$ cat config.mk
export PLATFORM = sky130hd
export DESIGN_NAME = pcrb_control_bank
export DESIGN_NICKNAME = d
export VERILOG_FILES = /design/src/rtl/pcrb_pkg.sv /design/src/rtl/pcrb_access_check.sv /design/src/rtl/pcrb_control_bank.sv
export VERILOG_INCLUDE_DIRS = /design/src /design/src/rtl
export SDC_FILE = /design/constraint.sdc
export NUM_CORES = 1
export LEC_CHECK = 0
export ABC_AREA = 1
export BUFFER_PORTS_ARGS = -buffer_cell sky130_fd_sc_hd__buf_4
export CAP_MARGIN = 25
export CORE_MARGIN = 2
export CORE_UTILIZATION = 48
export DETAILED_ROUTE_END_ITERATION = 16
export GPL_ROUTABILITY_DRIVEN = 0
export HOLD_SLACK_MARGIN = 0.06
export PLACE_DENSITY = 0.86
export SETUP_SLACK_MARGIN = 0.4
export SYNTH_ARGS = -nofsm -noshare
export SYNTH_HDL_FRONTEND = slang
export SYNTH_HIERARCHICAL = 1
export SYNTH_SLANG_ARGS = --single-unit
$ cat constraint.sdc
create_clock -name clk -period 1.7 [get_ports clk]
set_input_delay 0.34 -clock clk [delete_from_list [all_inputs] [get_ports clk]]
set_output_delay 0.34 -clock clk [all_outputs]
set_load 0.01 [all_outputs]
$ cat src/rtl/pcrb_regs.svh
// Register indices, field positions and reset values of the control register bank
`ifndef PCRB_REGS_SVH
`define PCRB_REGS_SVH

// Register indices carried by the move instruction
`define PCRB_IDX_FLAGS 4'h0
`define PCRB_IDX_RSVD_ONE 4'h1
`define PCRB_IDX_FAULT 4'h2
`define PCRB_IDX_BASE 4'h3
`define PCRB_IDX_EXT 4'h4
`define PCRB_IDX_PRIO 4'h8

// Field positions in system_control_flags
`define PCRB_PE_BIT 0
`define PCRB_NW_BIT 29
`define PCRB_CD_BIT 30
`define PCRB_PG_BIT 31

// Field positions in translation_base
`define PCRB_PWT_BIT 3
`define PCRB_PCD_BIT 4
`define PCRB_BASE_LSB 12
`define PCRB_RSVD_BASE_HI 51
`define PCRB_RSVD_BASE_LO 40

// Widths of the narrow views
`define PCRB_HALF_WIDTH 32
`define PCRB_ERR_WIDTH 16

// Reset values
`define PCRB_RESET_WORD 64'h0000000000000000
`define PCRB_RESET_HALF 32'h00000000
`define PCRB_RESET_PRIO 4'h0
`define PCRB_GP_CODE_ZERO 16'h0000

`endif

$ cat src/rtl/pcrb_pkg.sv
// Types and shared helpers of the control register bank
`default_nettype none
package pcrb_pkg;

  // Which top-level table the translation base points at
  typedef enum logic [2:0] {
    PCRB_ROOT_DIRECTORY = 3'b001,
    PCRB_ROOT_POINTER = 3'b010,
    PCRB_ROOT_LEVEL4 = 3'b100
  } pcrb_root_kind_type;

  // Access width follows the mode only; outside 64-bit mode the upper half reads and writes as zero
  function automatic logic [63:0] pcrb_fit_width(input logic [63:0] value,
                                                  input logic wide);
    pcrb_fit_width = wide ? value : {32'h00000000, value[31:0]};
  endfunction

endpackage
`default_nettype wire

$ cat src/rtl/pcrb_access_check.sv
// Fault decision for a control register move: privilege, availability and value checks
`include "pcrb_regs.svh"
`default_nettype none
module pcrb_access_check (
  // Processor state
  input wire logic mode64,
  input wire logic protectedMode,
  input wire logic [1:0] cpl,
  // Request
  input wire logic isWrite,
  input wire logic [3:0] index,
  input wire logic [63:0] wdata,
  // Verdict
  output logic undefFault,
  output logic gpFault
);

  logic known;
  logic badPriv;
  logic badUpper;
  logic badPaging;

  // Only the implemented indices decode; the priority alias needs 64-bit mode
  assign known = (index == `PCRB_IDX_FLAGS) || (index == `PCRB_IDX_FAULT) ||
                 (index == `PCRB_IDX_BASE) || (index == `PCRB_IDX_EXT) ||
                 ((index == `PCRB_IDX_PRIO) && mode64);
  assign undefFault = !known;

  // Outside real mode only the most privileged level may touch the bank
  assign badPriv = protectedMode && (cpl != 2'b00);

  // Upper halves of flags and extension registers are reserved in 64-bit mode
  assign badUpper = isWrite && mode64 &&
                    ((index == `PCRB_IDX_FLAGS) || (index == `PCRB_IDX_EXT)) &&
                    (wdata[63:32] != 32'h00000000);

  // Paging may not be switched on without protection
  assign badPaging = isWrite && (index == `PCRB_IDX_FLAGS) &&
                     wdata[`PCRB_PG_BIT] && !wdata[`PCRB_PE_BIT];

  // An unknown register wins over the protection checks
  assign gpFault = known && (badPriv || badUpper || badPaging);

endmodule
`default_nettype wire

$ cat src/rtl/pcrb_control_bank.sv
// Processor control register bank: mode, paging, caching, fault address and priority
//
// How it works
// - Registers 32 bits, or 64 in 64-bit mode
// - Operand-size prefix ignored; mode sets width
// - 64-bit mode: nonzero upper flags write faults
// - Fault address fully writable, no masking
// - No address-width check on address writes
// - Priority alias only reachable in 64-bit mode
// - Page fault loads faulting linear address
// - Base low 12 bits read as zero except cache flags at bits 4:3
// - Base cache flags steer root-table fetches only
// - Base points at directory, pointer or four-level table
// - Protected mode: only level 0 may move
// - Interrupt passes only above priority threshold
// - Paging flag switches address translation on
// - Paging without protection raises protection fault
// - Cache-disable flag restricts caching; clear with not-write-through clear enables all
// - Protection flag selects protected or real mode
// - Not-write-through flag at bit 29 picks policy
`include "pcrb_regs.svh"
`default_nettype none
module pcrb_control_bank
  import pcrb_pkg::*;
#(
  parameter int DataWidth = 64,
  parameter int PriorityWidth = 4
) (
  // Clock, reset and enable
  input wire logic clk,
  input wire logic resetn,
  input wire logic clkEn,
  // Operating mode of the core
  input wire logic mode64,
  input wire logic longActive,
  input wire logic paeActive,
  input wire logic [1:0] cpl,
  // Control register move request
  input wire logic movValid,
  input wire logic movWrite,
  input wire logic [3:0] movIndex,
  input wire logic [DataWidth-1:0] movWData,
  // Control register move answer
  output logic movDone,
  output logic [DataWidth-1:0] movRData,
  output logic gpFault,
  output logic [`PCRB_ERR_WIDTH-1:0] gpErrorCode,
  output logic undefFault,
  // Page fault capture
  input wire logic pageFault,
  input wire logic [DataWidth-1:0] pageFaultAddr,
  // External interrupt filter
  input wire logic irqPending,
  input wire logic [PriorityWidth-1:0] irqClass,
  output logic irqDeliver,
  // Mode and paging state
  output logic protectedMode,
  output logic translationEnable,
  output pcrb_root_kind_type rootKind,
  output logic [DataWidth-1:0] rootBase,
  output logic rootCacheDisable,
  output logic rootWriteThrough,
  // Cache policy state
  output logic cacheDisable,
  output logic notWriteThrough,
  output logic cacheAllEnable,
  // Interrupt priority state
  output logic [PriorityWidth-1:0] priorityThreshold
);

  // Internal state not shown on the ports
  logic [DataWidth-1:0] faultAddr;
  logic [`PCRB_HALF_WIDTH-1:0] extFlags;

  // Request decode
  logic take;
  logic chkUndef;
  logic chkGp;
  logic accept;
  logic wrAccept;
  logic [DataWidth-1:0] wval;
  logic [DataWidth-1:0] rdRaw;

  // Next values of the flags register
  logic next_pe;
  logic next_pg;
  logic next_cd;
  logic next_nw;

  // Per-register write strobes
  logic wrFlags;
  logic wrFault;
  logic wrBase;
  logic wrExt;
  logic wrPrio;

  // Move timing as the core sees it:
  //   cycle 0: request on the move inputs, decoded and checked at once
  //   cycle 1: done strobe, any fault strobe, read data and new state
  // A write is therefore visible to a read issued in the very next cycle.
  // A faulted move stores nothing and leaves the read data as it was.
  // While the enable is low everything holds, strobes included, so a
  // pulse that was high stays high until the enable comes back.

  // A request is seen only while the bank is clocked
  assign take = clkEn && movValid;
  assign accept = take && !chkUndef && !chkGp;
  assign wrAccept = accept && movWrite;

  // An accepted write aimed at one register index
  function automatic logic hitWrite(input logic ok, input logic [3:0] idx,
    input logic [3:0] want);
    hitWrite = ok && (idx == want);
  endfunction

  // One strobe per register, so each store below stays a plain enable
  assign wrFlags = hitWrite(wrAccept, movIndex, `PCRB_IDX_FLAGS);
  assign wrFault = hitWrite(wrAccept, movIndex, `PCRB_IDX_FAULT);
  assign wrBase = hitWrite(wrAccept, movIndex, `PCRB_IDX_BASE);
  assign wrExt = hitWrite(wrAccept, movIndex, `PCRB_IDX_EXT);
  assign wrPrio = hitWrite(wrAccept, movIndex, `PCRB_IDX_PRIO);

  // Width follows the mode alone; no prefix input exists at all
  assign wval = pcrb_fit_width(movWData, mode64);

  // Fault checks live in their own small module. An unknown index wins over
  // the protection checks, so a bad index never reports a protection fault;
  // the checker sees the width-fitted value, which keeps the upper-half test
  // quiet outside 64-bit mode, where those bits are ignored anyway.
  pcrb_access_check u_check (
    .mode64(mode64),
    .protectedMode(protectedMode),
    .cpl(cpl),
    .isWrite(movWrite),
    .index(movIndex),
    .wdata(wval),
    .undefFault(chkUndef),
    .gpFault(chkGp)
  );

  // Flags register fields taken from the write value. Only four flags are
  // kept; the other bits of the word read back as zero and writing them has
  // no effect, which costs nothing for flags this bank does not act on.
  assign next_pe = wval[`PCRB_PE_BIT];
  assign next_pg = wval[`PCRB_PG_BIT];
  assign next_cd = wval[`PCRB_CD_BIT];
  assign next_nw = wval[`PCRB_NW_BIT];

  // Protection enable: set means protected mode, clear real mode
  always_ff @(posedge clk or negedge resetn) begin
    if (!resetn) begin
      protectedMode <= 1'b0;
    end else if (wrFlags) begin
      protectedMode <= next_pe;
    end
  end

  // Paging flag; a write with paging but no protection never lands
  always_ff @(posedge clk or negedge resetn) begin
    if (!resetn) begin
      translationEnable <= 1'b0;
    end else if (wrFlags) begin
      translationEnable <= next_pg;
    end
  end

  // Cache policy flags and the derived full-caching indication
  always_ff @(posedge clk or negedge resetn) begin
    if (!resetn) begin
      cacheDisable <= 1'b0;
      notWriteThrough <= 1'b0;
      cacheAllEnable <= 1'b1;
    end else if (wrFlags) begin
      cacheDisable <= next_cd;
      notWriteThrough <= next_nw;
      cacheAllEnable <= !next_cd && !next_nw;
    end
  end

  // Fault linear address; the hardware capture beats a same-cycle write
  // so that a fault handler never reads an address software just replaced
  always_ff @(posedge clk or negedge resetn) begin
    if (!resetn) begin
      faultAddr <= `PCRB_RESET_WORD;
    end else if (clkEn && pageFault) begin
      faultAddr <= pageFaultAddr;
    end else if (wrFault) begin
      faultAddr <= wval;
    end
  end

  // Translation base: page-aligned, address width not checked
  always_ff @(posedge clk or negedge resetn) begin
    if (!resetn) begin
      rootBase <= `PCRB_RESET_WORD;
    end else if (wrBase) begin
      rootBase <= {wval[DataWidth-1:`PCRB_BASE_LSB], 12'h000};
    end
  end

  // Root-table cache flags; they never reach the translation buffer
  always_ff @(posedge clk or negedge resetn) begin
    if (!resetn) begin
      rootCacheDisable <= 1'b0;
      rootWriteThrough <= 1'b0;
    end else if (wrBase) begin
      rootCacheDisable <= wval[`PCRB_PCD_BIT];
      rootWriteThrough <= wval[`PCRB_PWT_BIT];
    end
  end

  // Reserved base bits 51:40 are stored as written, so a bad value reads back
  // unchanged; keeping them zero is left to software.

  // Meaning of the base follows the paging scheme in force
  // Long mode outranks address extension when both are reported
  always_ff @(posedge clk or negedge resetn) begin
    if (!resetn) begin
      rootKind <= PCRB_ROOT_DIRECTORY;
    end else if (clkEn) begin
      if (longActive) begin
        rootKind <= PCRB_ROOT_LEVEL4;
      end else if (paeActive) begin
        rootKind <= PCRB_ROOT_POINTER;
      end else begin
        rootKind <= PCRB_ROOT_DIRECTORY;
      end
    end
  end

  // Extension flags, kept as plain storage of the low half
  always_ff @(posedge clk or negedge resetn) begin
    if (!resetn) begin
      extFlags <= `PCRB_RESET_HALF;
    end else if (wrExt) begin
      extFlags <= wval[`PCRB_HALF_WIDTH-1:0];
    end
  end

  // Priority threshold; the checker refuses this index outside 64-bit mode
  always_ff @(posedge clk or negedge resetn) begin
    if (!resetn) begin
      priorityThreshold <= `PCRB_RESET_PRIO;
    end else if (wrPrio) begin
      priorityThreshold <= wval[PriorityWidth-1:0];
    end
  end

  // Filter applies in every mode, compatibility mode included. Registered,
  // so a threshold change is seen one cycle after the write lands; the
  // extra cycle keeps the comparator off the output path.
  always_ff @(posedge clk or negedge resetn) begin
    if (!resetn) begin
      irqDeliver <= 1'b0;
    end else if (clkEn) begin
      irqDeliver <= irqPending && (irqClass > priorityThreshold);
    end
  end

  // Read view of each register; unimplemented bits come back as zero.
  // Built from the stored fields rather than a shadow word, so a read can
  // never disagree with what the outputs of the bank are showing.
  always_comb begin
    rdRaw = `PCRB_RESET_WORD;
    case (movIndex)
      `PCRB_IDX_FLAGS: begin
        rdRaw[`PCRB_PE_BIT] = protectedMode;
        rdRaw[`PCRB_NW_BIT] = notWriteThrough;
        rdRaw[`PCRB_CD_BIT] = cacheDisable;
        rdRaw[`PCRB_PG_BIT] = translationEnable;
      end
      `PCRB_IDX_FAULT: begin
        rdRaw = faultAddr;
      end
      `PCRB_IDX_BASE: begin
        rdRaw = rootBase;
        rdRaw[`PCRB_PCD_BIT] = rootCacheDisable;
        rdRaw[`PCRB_PWT_BIT] = rootWriteThrough;
      end
      `PCRB_IDX_EXT: begin
        rdRaw[`PCRB_HALF_WIDTH-1:0] = extFlags;
      end
      `PCRB_IDX_PRIO: begin
        rdRaw[PriorityWidth-1:0] = priorityThreshold;
      end
      default: begin
        rdRaw = `PCRB_RESET_WORD;
      end
    endcase
  end

  // Completion strobe, one cycle after the request is taken
  always_ff @(posedge clk or negedge resetn) begin
    if (!resetn) begin
      movDone <= 1'b0;
    end else if (clkEn) begin
      movDone <= movValid;
    end
  end

  // Read data holds until the next accepted read; faults leave it alone.
  // A caller must take it with the done strobe: a later read replaces it,
  // and a faulted one shows the stale value of the read before.
  always_ff @(posedge clk or negedge resetn) begin
    if (!resetn) begin
      movRData <= `PCRB_RESET_WORD;
    end else if (accept && !movWrite) begin
      movRData <= pcrb_fit_width(rdRaw, mode64);
    end
  end

  // Fault strobes, each a one-cycle pulse beside the completion strobe.
  // At most one of them is high: the checker gives the unknown index
  // priority, so the core never sees two reasons for one move.
  always_ff @(posedge clk or negedge resetn) begin
    if (!resetn) begin
      gpFault <= 1'b0;
      undefFault <= 1'b0;
    end else if (clkEn) begin
      gpFault <= movValid && chkGp;
      undefFault <= movValid && chkUndef;
    end
  end

  // Error code of every protection fault raised here is zero
  always_ff @(posedge clk or negedge resetn) begin
    if (!resetn) begin
      gpErrorCode <= `PCRB_GP_CODE_ZERO;
    end else if (take && chkGp) begin
      gpErrorCode <= `PCRB_GP_CODE_ZERO;
    end
  end

  // Setting cache-disable alone does not flush lines already held; the
  // invalidation is a separate software step.
  // Reserved bits other than base bits 51:40 are dropped on write and read as zero, so writing back the
  // value last read is always harmless.

endmodule
`default_nettype wire

==> qor.yml <==
run_status:
  outcome: "finished, violations left"
  violations: "setup timing"
detailed_routing:
  via_count: 13295
  drt_wl_total_um: 48200
  final_antenna_net_count: 0
  route.detailed.drc: 0
  drt_iter0_drc: 1468
  drtPass1Iterations: 6
  vias_per_cell: 5.75
  wl_per_cell_um: 20.8
floorplan:
  core_area_mm2: 0.0235
  placementRows: 56
  die_h_um: 159
  io_pins: 310
  die_w_um: 159
  die_area_mm2: 0.0252
  initial_core_util: 0.489
logic_synthesis:
  synth-edff-count: 0
  ys_types: 32
  avgSynthCellArea_um2: 7.46
  synth_top_family_by_area: "simple AND/OR/NAND/NOR gates"
  synth-xor-area-share: 0
  synth_seq_cells: 230
  synth_compound_area_frac: 0.0689
  synth_cells: 1541
  synth-simple-area-share: 0.344
  muxShareOfSynthArea: 0
  ys_seq_area_frac: 0.501
  synthAdderAreaFrac: 0.00436
  yosys_warnings: 6
  ys.flop_type: "dfrtp_1"
  synth_area_mm2: 0.0115
  ys_async_sr_fraction: 1.00
sta:
  setup_viol: 223
  finalHoldViolCount: 0
  finClkSkew_ps: 12.7
  slew_viol_final: 0
  finalCriticalPeriod_ps: 2090
  fin_crit_sh: 1.23
  max_freq_mhz: 478
  setup_slack_ps: -391
  setup_tns_ps: -66110
  holdWs_ps: 87.4
  rsz0062_at_grt: "yes"
power:
  fin_total_pwr_mw: 14.6
  pwr-share-comb: 0.183
  power_leakage_nw: 9.86
  powerDensity_mw_per_mm2: 820
  pwr-share-seq: 0.426
  ir_worst_vdd_mv: 0.618
  power_frac_clock: 0.392
  switching_share: 0.279
  internal_power_mw: 10.5
  p_switching_mw: 4.07
cts:
  cts_buffers: 26
  clock-root-buffer: "clkbuf_16"
  worstSkewPairLatency_ps: 540
  clock_path_buffers: 3
  cts_sinks: 230
  h-tree-depth: 1
  cts_tree: "done"
  cts.reportedPaths.clkPinSlew_ps: 60
global_routing:
  grt_overflow: 0
  antenna_found_initial: 0
  grt_pass1_wl_um: 68900
  grt_usage: 0.343
  grt_max_degree: 94
  grt_pass1_vias: 12940
worst_setup_path:
  timing.rr.start: "protectedMode"
  critPathMaxFanout: 16
  cp_slowest_cell: "dfrtp_1"
  path_buf_inv: 3
  worst_r2r_endpoint: "movRData[46]"
  reg2reg_depth: 12
  max_stage_delay_ps: 380
  critPathRequiredTime_ps: 2160
  path_cells: "o21a_1 -> a31oi_1 -> a21oi_2 -> nor2_2 -> buf_4 -> nand2_2 -> nor2_4 -> inv_4 -> nor2_4 -> clkbuf_16 -> nand2_1 -> nand2_1"
  cp_data_arrival_time_ps: 2560
  worstSetupPathType: "flip-flop to flip-flop"
  r2r_slack_ps: -390
  cp-end-kind: "flip-flop"
  startpoint_type: "flip-flop"
  cp.depth: 12
  path_delay_family: "simple AND/OR/NAND/NOR gates"
cells_and_area:
  diodes: 0
  syn_to_final_growth_pct: 55.0
  layout-drive-gt1-share: 0.327
  nets: 2127
  final_area_mm2: 0.0178
  post-route-util: 0.759
worst_hold_path:
  hp-class: "input port to flip-flop"
  min_from: "movWData[3]"
  min_to: "extFlags[3]"
  whs_path_depth: 3
place:
  dpl.hpwl_um: 25700
  port_buffers: 281
  placed_cell_area_mm2: 0.0146
flow_run:
  cap_viol_max_count: 0
-- through the flow --
stage	instances	setup slack [ps]
6_report	2314	-391
5_1_grt	2314	-525
4_1_cts	2294	-205
3_5_place_dp	2140	-963
3_3_place_gp	2140	-858
2_1_floorplan	1568	-448
-- area by class of cell --
cell class / instances / area [um^2]
Clock buffer: 37 / 783
Fill cell: 1471 / 5670
Clock inverter: 11 / 88.8
Timing Repair Buffer: 504 / 5140
Tap cell: 319 / 399
Sequential cell: 230 / 5760
Inverter: 60 / 228
Multi-Input combinational cell: 1153 / 5410
-- power groups by stage --
stage	sequential (mW)	clock, mW	combinational (mW)
6_report	6.21	5.72	2.67
5_1_grt	6.24	5.98	2.85
4_1_cts	6.17	5.69	2.43
3_5_place_dp	6.27	0	2.05
3_3_place_gp	6.26	0	1.99
2_1_floorplan	6.28	0	0.912
-- layout by cell type (no fill, tap or decap), drive strengths merged --
cell type	count
nor2	106
o21ai	72
a22o	3
dfstp	2
clkinvlp	2
and2	1
a31oi	1
a21oi	69
nand3	180
nand2	681
buf	460
a21boi	1
ha	4
o21a	2
o31ai	1
nor3	2
a22oi	1
dfrtp	228
dlygate4sd3	31
bufbuf	1
clkbuf	49
clkinv	8
inv	60
o21bai	1
conb	28
bufinv	1
-- worst min-delay path, stage by stage --
cell	delay, ps
buf_4	130
nand2_1	60
nand2_1	60
-- flip-flops by register name, summed over array words and instances (netlist names), 3 cells and up --
register	cells
faultAddr	64
movRData	64
rootBase	52
extFlags	32
priorityThreshold	4
rootKind	3
-- repair_timing --
item                                    CTS  global route
hold buffers                             31             0
endpoints found under the setup margin  359           358
setup buffers                            63             5
resized for setup                       131           103
hold endpoints to repair                 91             0
gates cloned                             12            15
pin swaps                                20            25
-- synth_stat cells (2+ instances only) --
cell      instances  share of area
nor2_2            6         0.0033
ha_1              4         0.0044
o21ai_1          20         0.0087
buf_4            36          0.024
nand2_1         674           0.22
dfrtp_1         228           0.50
nand3_1         179          0.078
a21oi_1          68          0.030
clkbuf_1         37          0.012
buf_1             9         0.0029
buf_2            36          0.016
dfstp_2           2         0.0046
a22o_1            3         0.0023
nor2_1           96          0.031
inv_1            53          0.017
o21a_1            2         0.0013
buf_6             8         0.0078
nor2_4            4         0.0039
nand2_2           5         0.0027
o21ai_0          52          0.023
nor3_2            2         0.0017
inv_2             7         0.0023
-- layer usage --
metal	wire, um	track usage	vias up	part of all wire
met2	23100	0.580	1083	0.48
met3	5480	0.0802	297	0.11
met1	16400	0.408	6221	0.34
met5	0	0	-	0
li1	-	-	5694	-
met4	3250	0.177	0	0.067
-- kinds of logic after synthesis --
kind of cell    Yosys count
simple gates            969
flops                   230
buf+inv                 186
compound gates          151
fa+ha+maj                 4
other cells               1
-- how the worst max path moves through the flow --
| stage | from | end | slack, ps |
|---|---|---|---|
| 4_1_cts | protectedMode | rootBase[44] | -200 |
| 6_report | protectedMode | movRData[46] | -390 |
| 3_3_place_gp | mode64 | rootBase[62] | -860 |
| 3_5_place_dp | mode64 | rootBase[54] | -960 |
| 2_1_floorplan | mode64 | movRData[43] | -450 |
| 5_1_grt | mode64 | movRData[46] | -530 |
No activity file was read; power rests on OpenSTA's default activity.
